## config.mk

```make
export PLATFORM = sky130hd
export DESIGN_NAME = esr_status_regs
export DESIGN_NICKNAME = d
export VERILOG_FILES = /design/src/rtl/esr_pkg.sv /design/src/rtl/esr_err_queue.sv /design/src/rtl/esr_status_regs.sv
export SDC_FILE = /design/constraint.sdc
export NUM_CORES = 1
export LEC_CHECK = 0
export ABC_AREA = 1
export ABC_CLOCK_PERIOD_IN_PS = 1300
export BUFFER_PORTS_ARGS = -buffer_cell sky130_fd_sc_hd__buf_2
export CAP_MARGIN = 40
export CORE_UTILIZATION = 52
export CTS_CLUSTER_DIAMETER = 40
export DETAILED_ROUTE_END_ITERATION = 16
export PLACE_DENSITY = 0.8
export RECOVER_POWER = 50
export SETUP_SLACK_MARGIN = 0.05
export SYNTH_ARGS = -nofsm -noshare
export SYNTH_HDL_FRONTEND = slang
export SYNTH_SLANG_ARGS = --single-unit
```

## constraint.sdc

```tcl
create_clock -name core_clk -period 1.3 [get_ports core_clk]
set_clock_uncertainty 0.05 [all_clocks]
set_input_delay 0.13 -clock core_clk [delete_from_list [all_inputs] [get_ports core_clk]]
set_output_delay 0.13 -clock core_clk [all_outputs]
set_load 0.02 [all_outputs]
```

## src/rtl/esr_pkg.sv

```systemverilog
package esr_pkg;
    // Event status bit positions, shared by the event register and mask
    localparam int ESR_W = 8;
    localparam int BIT_PON = 7;
    localparam int BIT_URQ = 6;
    localparam int BIT_CME = 5;
    localparam int BIT_EXE = 4;
    localparam int BIT_DDE = 3;
    localparam int BIT_QYE = 2;
    localparam int BIT_OPC = 1;
    localparam int BIT_RQC = 0;
    localparam logic [7:0] ESR_RESET = 8'h80;
    localparam logic [7:0] MASK_RESET = 8'h00;
    // Error queue
    localparam int ERR_W = 8;
    localparam int ERRQ_DEPTH = 4;
    localparam int ERRQ_PW = 2;
    localparam logic [7:0] ERR_NONE = 8'h00;
    localparam logic [7:0] ERR_OUTBUF_OVF = 8'h7A;
    // Command codes on the command port
    typedef enum logic [2:0] {
        ESR_CMD_NOP = 3'h0,
        ESR_CMD_CLS = 3'h1,
        ESR_CMD_ESE = 3'h2,
        ESR_CMD_ESEQ = 3'h3,
        ESR_CMD_ESRQ = 3'h4,
        ESR_CMD_FAULTQ = 3'h5,
        ESR_CMD_OPC = 3'h6,
        ESR_CMD_OPCQ = 3'h7
    } esr_cmd_t;
endpackage : esr_pkg

```

## src/rtl/esr_err_queue.sv

```systemverilog
`timescale 1ns/10ps
module esr_err_queue
    import esr_pkg::*;
(
    input wire logic core_clk,
    input wire logic rst,
    input wire logic ce,
    input wire logic push,
    input wire logic [ERR_W-1:0] pushCode,
    input wire logic flush,
    output logic [ERR_W-1:0] latest,
    output logic overflow
);
    typedef struct packed {
        logic [ERRQ_DEPTH-1:0][ERR_W-1:0] mem;
        logic [ERRQ_PW:0] count;
    } esr_eq_t;

    esr_eq_t s_q;
    esr_eq_t s_d;

    // Newest at slot 0; oldest falls off when full, flagged as overflow
    always_comb begin
        s_d = s_q;
        overflow = 1'b0;
        if (flush) begin
            s_d.count = '0;
        end
        if (push) begin
            for (int i = ERRQ_DEPTH-1; i > 0; i--) begin
                s_d.mem[i] = s_d.mem[i-1];
            end
            s_d.mem[0] = pushCode;
            if (s_d.count == (ERRQ_PW+1)'(ERRQ_DEPTH)) begin
                overflow = 1'b1;
            end else begin
                s_d.count = s_d.count + 1'b1;
            end
        end
    end

    always_ff @(posedge core_clk or posedge rst) begin
        if (rst) begin
            s_q <= '0;
        end else if (ce) begin
            s_q <= s_d;
        end
    end

    assign latest = (s_q.count == '0) ? ERR_NONE : s_q.mem[0];
endmodule : esr_err_queue

```

## src/rtl/esr_status_regs.sv

```systemverilog
`timescale 1ns/10ps
// Behaviour notes for the next owner:
// Commands are taken on any enabled edge with cmdValid high; no backpressure.
// Queries except OPCQ answer one enabled edge later with a one-cycle rspValid pulse.
// rspData holds the last answer until the next query replaces it.
// Event inputs are sampled every enabled cycle, as pulses or as levels.
// A level input keeps its bit set, so a read-and-clear returns it again.
// An event in the same cycle as a clear survives the clear, except opDone, which a clear-status cancels.
// The error queue keeps the newest codes; the oldest one drops when full.
// The error query peeks at the newest code and does not pop it.
// Operation complete fires only while a command or query is pending.
// Clear-status in the same cycle as completion cancels the completion.
// ce low freezes everything, so a response pulse stretches with it.
// Power-on bit is set by reset so the host sees the restart once.
module esr_status_regs
    import esr_pkg::*;
(
    input wire logic core_clk,
    input wire logic rst,
    input wire logic ce,
    input wire logic cmdValid,
    input wire logic [2:0] cmdCode,
    input wire logic [7:0] cmdParam,
    input wire logic cmdFromSerial,
    output logic cmdReady,
    output logic rspValid,
    output logic [7:0] rspData,
    input wire logic evtUserReq,
    input wire logic evtCmdErr,
    input wire logic evtExecErr,
    input wire logic evtDevErr,
    input wire logic evtQueryErr,
    input wire logic evtReqCtrl,
    input wire logic opDone,
    input wire logic errPush,
    input wire logic [7:0] errCode,
    input wire logic outBufOvf,
    input wire logic rqsSet,
    output logic rqsBit,
    output logic eventSummary,
    output logic opcQueryDone,
    output logic [7:0] eventStatus,
    output logic [7:0] enableMask
);
    typedef struct packed {
        logic [7:0] esr;
        logic [7:0] mask;
        logic rqs;
        logic opcPend;
        logic opcqPend;
        logic opcqDone;
        logic rspValid;
        logic [7:0] rspData;
    } esr_state_t;

    esr_state_t s_q;
    esr_state_t s_d;
    esr_cmd_t cmd;
    logic [7:0] errLatest;
    logic doCls;
    logic anyPush;
    logic [7:0] pushCode;

    assign cmd = esr_cmd_t'(cmdCode);
    // One command per cycle; every command but OPC and OPCQ completes before the next
    assign cmdReady = 1'b1;
    // Either interface may clear; cmdFromSerial is only informational
    assign doCls = cmdValid && cmd == ESR_CMD_CLS;
    assign anyPush = errPush || outBufOvf;
    assign pushCode = outBufOvf ? ERR_OUTBUF_OVF : errCode;

    esr_err_queue u_errq (
        .core_clk(core_clk),
        .rst(rst),
        .ce(ce),
        .push(anyPush),
        .pushCode(pushCode),
        .flush(doCls),
        .latest(errLatest),
        // Queue overflow left unconnected; it raises no query-error event
        .overflow()
    );

    function automatic logic [7:0] evt_vec(input logic opc, input logic qye);
        logic [7:0] v;
        v = '0;
        v[BIT_URQ] = evtUserReq;
        v[BIT_CME] = evtCmdErr;
        v[BIT_EXE] = evtExecErr;
        v[BIT_DDE] = evtDevErr;
        v[BIT_QYE] = qye;
        v[BIT_OPC] = opc;
        v[BIT_RQC] = evtReqCtrl;
        return v;
    endfunction : evt_vec

    always_comb begin
        logic opcFire;
        logic [7:0] evts;
        opcFire = 1'b0;
        evts = '0;
        s_d = s_q;
        s_d.rspValid = 1'b0;
        s_d.opcqDone = 1'b0;
        if (cmdValid) begin
            unique case (cmd)
                ESR_CMD_NOP: begin
                end
                ESR_CMD_CLS: begin
                    s_d.esr = '0;
                    s_d.rqs = 1'b0;
                    s_d.opcPend = 1'b0;
                    s_d.opcqPend = 1'b0;
                end
                ESR_CMD_ESE: begin
                    s_d.mask = cmdParam;
                end
                ESR_CMD_ESEQ: begin
                    s_d.rspValid = 1'b1;
                    s_d.rspData = s_q.mask;
                end
                ESR_CMD_ESRQ: begin
                    s_d.rspValid = 1'b1;
                    s_d.rspData = s_q.esr;
                    s_d.esr = '0;
                end
                ESR_CMD_FAULTQ: begin
                    s_d.rspValid = 1'b1;
                    s_d.rspData = errLatest;
                end
                ESR_CMD_OPC: begin
                    s_d.opcPend = 1'b1;
                end
                ESR_CMD_OPCQ: begin
                    s_d.opcqPend = 1'b1;
                end
            endcase
        end
        // Completion only counts for operations still pending
        if (opDone && !doCls) begin
            opcFire = s_q.opcPend;
            s_d.opcqDone = s_q.opcqPend;
            s_d.opcPend = 1'b0;
            s_d.opcqPend = 1'b0;
        end
        // Events set after clears so a same-cycle event is not lost
        evts = evt_vec(opcFire, evtQueryErr || outBufOvf);
        s_d.esr = s_d.esr | evts;
        if (rqsSet) begin
            s_d.rqs = 1'b1;
        end
    end

    always_ff @(posedge core_clk or posedge rst) begin
        if (rst) begin
            s_q.esr <= ESR_RESET;
            s_q.mask <= MASK_RESET;
            s_q.rqs <= 1'b0;
            s_q.opcPend <= 1'b0;
            s_q.opcqPend <= 1'b0;
            s_q.opcqDone <= 1'b0;
            s_q.rspValid <= 1'b0;
            s_q.rspData <= '0;
        end else if (ce) begin
            s_q <= s_d;
        end
    end

    assign rspValid = s_q.rspValid;
    assign rspData = s_q.rspData;
    assign rqsBit = s_q.rqs;
    assign opcQueryDone = s_q.opcqDone;
    assign eventStatus = s_q.esr;
    assign enableMask = s_q.mask;
    // Summary bit for the status byte; mask gates only here
    assign eventSummary = |(s_q.esr & s_q.mask);
endmodule : esr_status_regs

```

# Yosys cells after proc, flatten, opt, wreduce, memory -nomap -nowiden

Cells that the tools add are included.
W data, S select, Z words.

Output and inout port bits: 29
Logic and storage cells: 57
Input bits: 34
Flip-flop bits (word level): 40

Reduce and logical (&&, ||, !) cells: 20
Bitwise gates (word level): 2
Mux-type cells: 16
Equality and inequality tests: 8
$add $sub $neg: 1

Operators with widths:

| operator              | number |
|---|---|
| $mux W8               | 4 |
| $pmux W9 S3           | 1 |
| $mux W19              | 1 |
| $eq A3 B3 Y1 const B  | 5 |
| $reduce_and A3 Y1     | 5 |
| $mux W3               | 4 |
| $mux W9               | 1 |
| $reduce_bool A3 Y1    | 3 |
| $and A8 B8 Y8         | 1 |
| $or A8 B7 Y8          | 1 |
| $reduce_or A8 Y1      | 1 |
| $eq A3 B2 Y1 const B  | 2 |
| $reduce_bool A2 Y1    | 3 |
| $pmux W1 S2           | 2 |
| $add A3 B1 Y3 const B | 1 |
| $eq A3 B1 Y1 const B  | 1 |
| $logic_not A3 Y1      | 1 |
| $mux W1               | 3 |
| $logic_and A1 B1 Y1   | 2 |
| $logic_or A1 B1 Y1    | 2 |
| $reduce_and A2 Y1     | 1 |
| $reduce_or A2 Y1      | 1 |
| $logic_not A1 Y1      | 1 |

# Depth between registers and ports, before layout

Depth after elaboration: 6
Depth in mapped cells: 10

# Hierarchy

From an unflattened synthesis, not the netlist that was laid out.

Cells, all modules: 310
Area, all modules: 2341.0 µm²

Modules (own cells, without submodules):

| module          | instances | area each (µm²) | sequential area each (µm²) | cells each |
|---|---|---|---|---|
| esr_status_regs | 1         | 1702.9          | 726.9                      | 233 |
| esr_err_queue   | 1         | 638.1           | 275.3                      | 77 |

# Worst setup path before layout

OpenSTA, ideal clock, no wires.

Path type: input port to flip-flop
Start: input port cmdCode[0]
End: register u_errq.s_q[1] (netlist bit)
Buffers on the path: 1
Cell stages on the path: 7
Data arrival time: 1.111 ns
Slack: 0.018 ns
Library setup time: 0.121 ns
Path through: buf_2 nand4_2 inv_2 nor2_1 inv_1 ha_1 a22o_1

Longest elaborated chain between the ends: 6

RTL lines:

| element                                       | line                                     | source |
|---|---|---|
| from (decl)                                   | esr_status_regs.sv:22                    | `input wire logic [2:0] cmdCode,` |
| $eq A3 B1 Y1 (*)                              | esr_status_regs.sv:68                    | `assign doCls = cmdValid && cmd == ESR_CMD_CLS;` |
| $logic_and A1 B1 Y1 (*)                       | esr_status_regs.sv:68                    |  |
| $mux W3 (*)                                   | esr_err_queue.sv:26                      | `if (flush) begin` |
| $add A3 B1 Y3 or $eq A3 B3 Y1 (tied branches) | esr_err_queue.sv:37, esr_err_queue.sv:34 |  |
| $mux W3                                       | esr_err_queue.sv:34                      | `if (s_d.count == (ERRQ_PW+1)'(ERRQ_DEPTH)) begin` |
| $mux W3 (*)                                   | esr_err_queue.sv:29                      | `if (push) begin` |
| to (signal assigned)                          | esr_err_queue.sv:44                      | `s_q <= '0;` |
| to (signal assigned)                          | esr_err_queue.sv:46                      | `s_q <= s_d;` |
| to (decl)                                     | esr_err_queue.sv:19                      | `esr_eq_t s_q;` |

Mark *: on every way between the ends. The rest lies on a longest branch, timed or not.
A chain may end at the register's enable or synchronous reset.

# Final worst setup path

Start: register s_q (netlist bit enableMask[6])
End: output port eventSummary

Longest elaborated chain between the ends: 2

RTL lines:

| element          | line                   | source |
|---|---|---|
| from (decl)      | esr_status_regs.sv:56  | `esr_state_t s_q;` |
| $and A8 B8 Y8    | esr_status_regs.sv:176 | `assign eventSummary = \|(s_q.esr & s_q.mask);` |
| $reduce_or A8 Y1 | esr_status_regs.sv:176 |  |
| to (decl)        | esr_status_regs.sv:40  | `output logic eventSummary,` |

No other way between the ends.

==> summary.md <==
| Metric | Value |
|---|---|
| CP Buf/Inv Count | `2` |
| Top-area cell type share of the netlist area | `43.8%` |
| Final slew viol count | `0` |
| Synth Area in Adders | `1.12%` |
| GR Util met1 | `31.3%` |
| Fill count | `330` |
| Most Crowded Layer GR | `met2` |
| Synth Area in Simple Gates | `31.5%` |
| CP Launch Type | `register` |
| Minimum clock period | `1.45 ns` |
| Core box area | `0.00406 mm^2` |
| Total Wirelength | `5.13 mm` |
| Hold crit path type | `in -> reg` |
| CTS tree | `yes` |
| Worst path depth | `5` |
| Post-synthesis compound-gate area fraction | `7.80%` |
| Final worst-path cycle share | `111%` |
| Status | `finished with violations` |
| Crit Path Max Fanout | `3` |
| Setup CP Type | `reg -> out` |
| Sequential-to-total area share from yosys stat | `44.9%` |
| Synth Warn # | `0` |
| P_leak | `1.49 nW` |
| Crit. End Element | `output port` |
| DRC viols | `0` |
| Top area cells in the synthesized netlist | `dfrtp_1, nand2_1, buf_4` |
| Cts bufs inserted | `5` |
| ANT nets after route | `0` |
| Rows | `23` |
| IO buf count | `60` |
| Pre-Repair DR Iteration Count | `4` |
| Clock Latency Late Sink | `0.29 ns` |
| Most common cell in the netlist | `nand2_1` |
| Max VDD drop | `0.832 mV` |
| Average wire per standard cell | `13.0 um` |
| Max-Slew Margin vs Limit | `63.6%` |
| RSZ-0062 raised after global routing | `true` |
| Clk root buf | `clkbuf_8` |
| Placed inst area | `0.00247 mm^2` |
| Initial DRC count | `115` |
| Ys async rst share | `100%` |
| Arr. time, crit path | `1.27 ns` |
| Vias per cell | `5.19` |
| Initial core utilization | `54.9%` |
| Routed vias | `2043` |
| Cell area after layout | `0.00277 mm^2` |
| Hold Fails Final Rpt | `0` |
| Register-to-Register Path Depth | `8` |
| Antenna cell count | `0` |
| Hpwl dp | `3.71 mm` |
| CP required | `1.12 ns` |
| CTS Buffer Depth | `2` |
| Area growth, synth to finish | `24.4%` |
| # IOs | `63` |
| Synthesized instance count | `280` |
| Main combinational cell family by area after synthesis | `simple AND/OR/NAND/NOR gates` |
| Delay-heaviest family, CP | `flip-flops` |
| Syn Nets | `316` |
| Die Area | `0.00455 mm^2` |
| Slew @ Worst Pin | `0.545 ns` |
| Largest net degree at the start of global routing | `41` |
| Final worst slack | `-0.147 ns` |
| Setup TNS | `-0.147 ns` |
| Share of cells above drive strength 1 | `36.0%` |
| Violated checks | `setup timing` |
| Peak Freq | `0.691 GHz` |
| Dpl ws | `0.0264 ns` |
| PD cells | `1420 mW/mm^2` |
| Synthesized area | `0.00223 mm^2` |
| Cells along the critical path | `inv_2 > o21ai_2 > a21oi_1 > nand4_1 > buf_4` |
| Max stage delay on crit path | `0.42 ns` |
| Clock-pin slew on the worst setup and hold paths | `0.08 ns` |
| Commonest cells post-synth | `nand2_1, dfrtp_1, nand3_1` |
| Worst hold path depth | `3` |
| Vias in the first global route | `1964` |
| Met2 global-route usage | `43.7%` |
| First-pass GRT wire length | `8.54 mm` |
| Flops & latches, synth | `40` |
| Ys flop type | `dfrtp_1` |
| Final setup viols | `1` |
| GR Util met3 | `5.91%` |
| Final hold slack | `0.00583 ns` |
| Clock sink count | `40` |
| Multiplexer area fraction after synthesis | `0%` |
| Global route total overflow | `0` |
| Initial antenna violation count | `0` |
| XOR/XNOR Fraction of Synth Area | `0%` |
| Max H-tree Level | `2` |
| Avg Inst Size Synth | `7.96 um^2` |
| Post-layout nets | `379` |
| Max_cap viols | `0` |
| Die width | `67.5 um` |
| Area leader, netlist | `dfrtp_1` |
| Chip Height | `67.5 um` |
| EDFF count, synth | `0` |
| Number of distinct library cells after synthesis | `28` |
| GP Congestion | `0.884` |
| Crit-path slowest cell | `dfrtp_1` |
| Power, Total | `0.00393 W` |
| Total Routing Usage GR | `25.4%` |
==> routing by layer <==
metal	wire [um]	vias to the layer above
met4	70	0
li1	-	1008
met2	2620	74
met1	2130	951
met5	0	-
met3	307	10
==> path summary, 6_finish.rpt <==
kind	startpoint	endpoint	slack, ns
setup / recovery	enableMask[6]	eventSummary	-0.15
hold / removal	evtDevErr	eventStatus[3]	0.006
setup reg to reg	u_errq.s_q[0]	u_errq.s_q[2]	0.04
hold reg to reg	rspData[1]	rspData[1]	0.43
max in group asynchronous	rst	u_errq.s_q[2]	0.31
min in group asynchronous	rst	enableMask[7]	0.48
==> report_power, final <==
| group | total [W] | leakage, nW | switching, W | internal, W |
|---|---|---|---|---|
| sequential | 0.00162 | 0.476 | 0.000168 | 0.00145 |
| combinational | 0.00131 | 0.958 | 0.000770 | 0.000541 |
| clock | 0.00100 | 0.0552 | 0.000433 | 0.000570 |
| total | 0.00393 | 1.49 | 0.00137 | 0.00256 |
==> final cells by class <==
class / count / area [um^2] / share of cell area (%)
Sequential cell: 40 / 1000 / 36.2
Clock inverter: 2 / 35.0 / 1.26
Clock buffer: 6 / 72.6 / 2.62
Multi-Input combinational cell: 183 / 967 / 34.9
Tap cell: 50 / 62.6 / 2.26
Timing Repair Buffer: 87 / 534 / 19.3
Inverter: 26 / 97.6 / 3.52
==> cells in the final DEF (no fill, tap or decap), types with 4 or more instances in the layout <==
cell type	count
a21oi_1	7
buf_2	55
buf_4	19
buf_6	5
clkbuf_8	5
dfrtp_1	38
dlygate4sd3_1	4
inv_1	16
inv_2	10
nand2_1	76
nand3_1	31
nand3_2	7
nand4_1	4
nor2_1	18
o21ai_0	6
o21ai_1	12
==> cells by family (layout without fill, tap and decap cells) <==
family / Yosys count / count (layout)
AOI/OAI and AO/OA: 31 / 31
adders and majority gates: 2 / 2
buffers and inverters: 57 / 121
DFF: 40 / 40
other: 1 / 1
and+or+nand+nor: 149 / 149
==> through the flow <==
| step | utilization [%] | cells |
|---|---|---|
| 2_1_floorplan | - | 280 |
| 3_3_place_gp | 61.0 | 370 |
| 3_5_place_dp | 61.0 | 370 |
| 4_1_cts | 65.9 | 388 |
| 5_1_grt | 68.3 | 394 |
| 6_report | 68.3 | 394 |
==> worst min-delay path, stage by stage <==
cell	delay, ns
buf_2	0.08
nand2_1	0.04
o21ai_1	0.06
==> flip-flops by register name (all words and copies together) (netlist names) <==
signal and cells:
rspData 8, u_errq.s_q 11, rspValid 1, eventStatus 8, s_q 2, opcQueryDone 1, enableMask 8, rqsBit 1
==> repair_timing <==
item,CTS,global route
endpoints found under the setup margin,3,13
setup buffers,7,5
pin swaps,3,11
endpoints found under the hold margin,41,1
hold buffers,3,1
gates resized for setup,7,26
(Power assumes the default switching activity.)
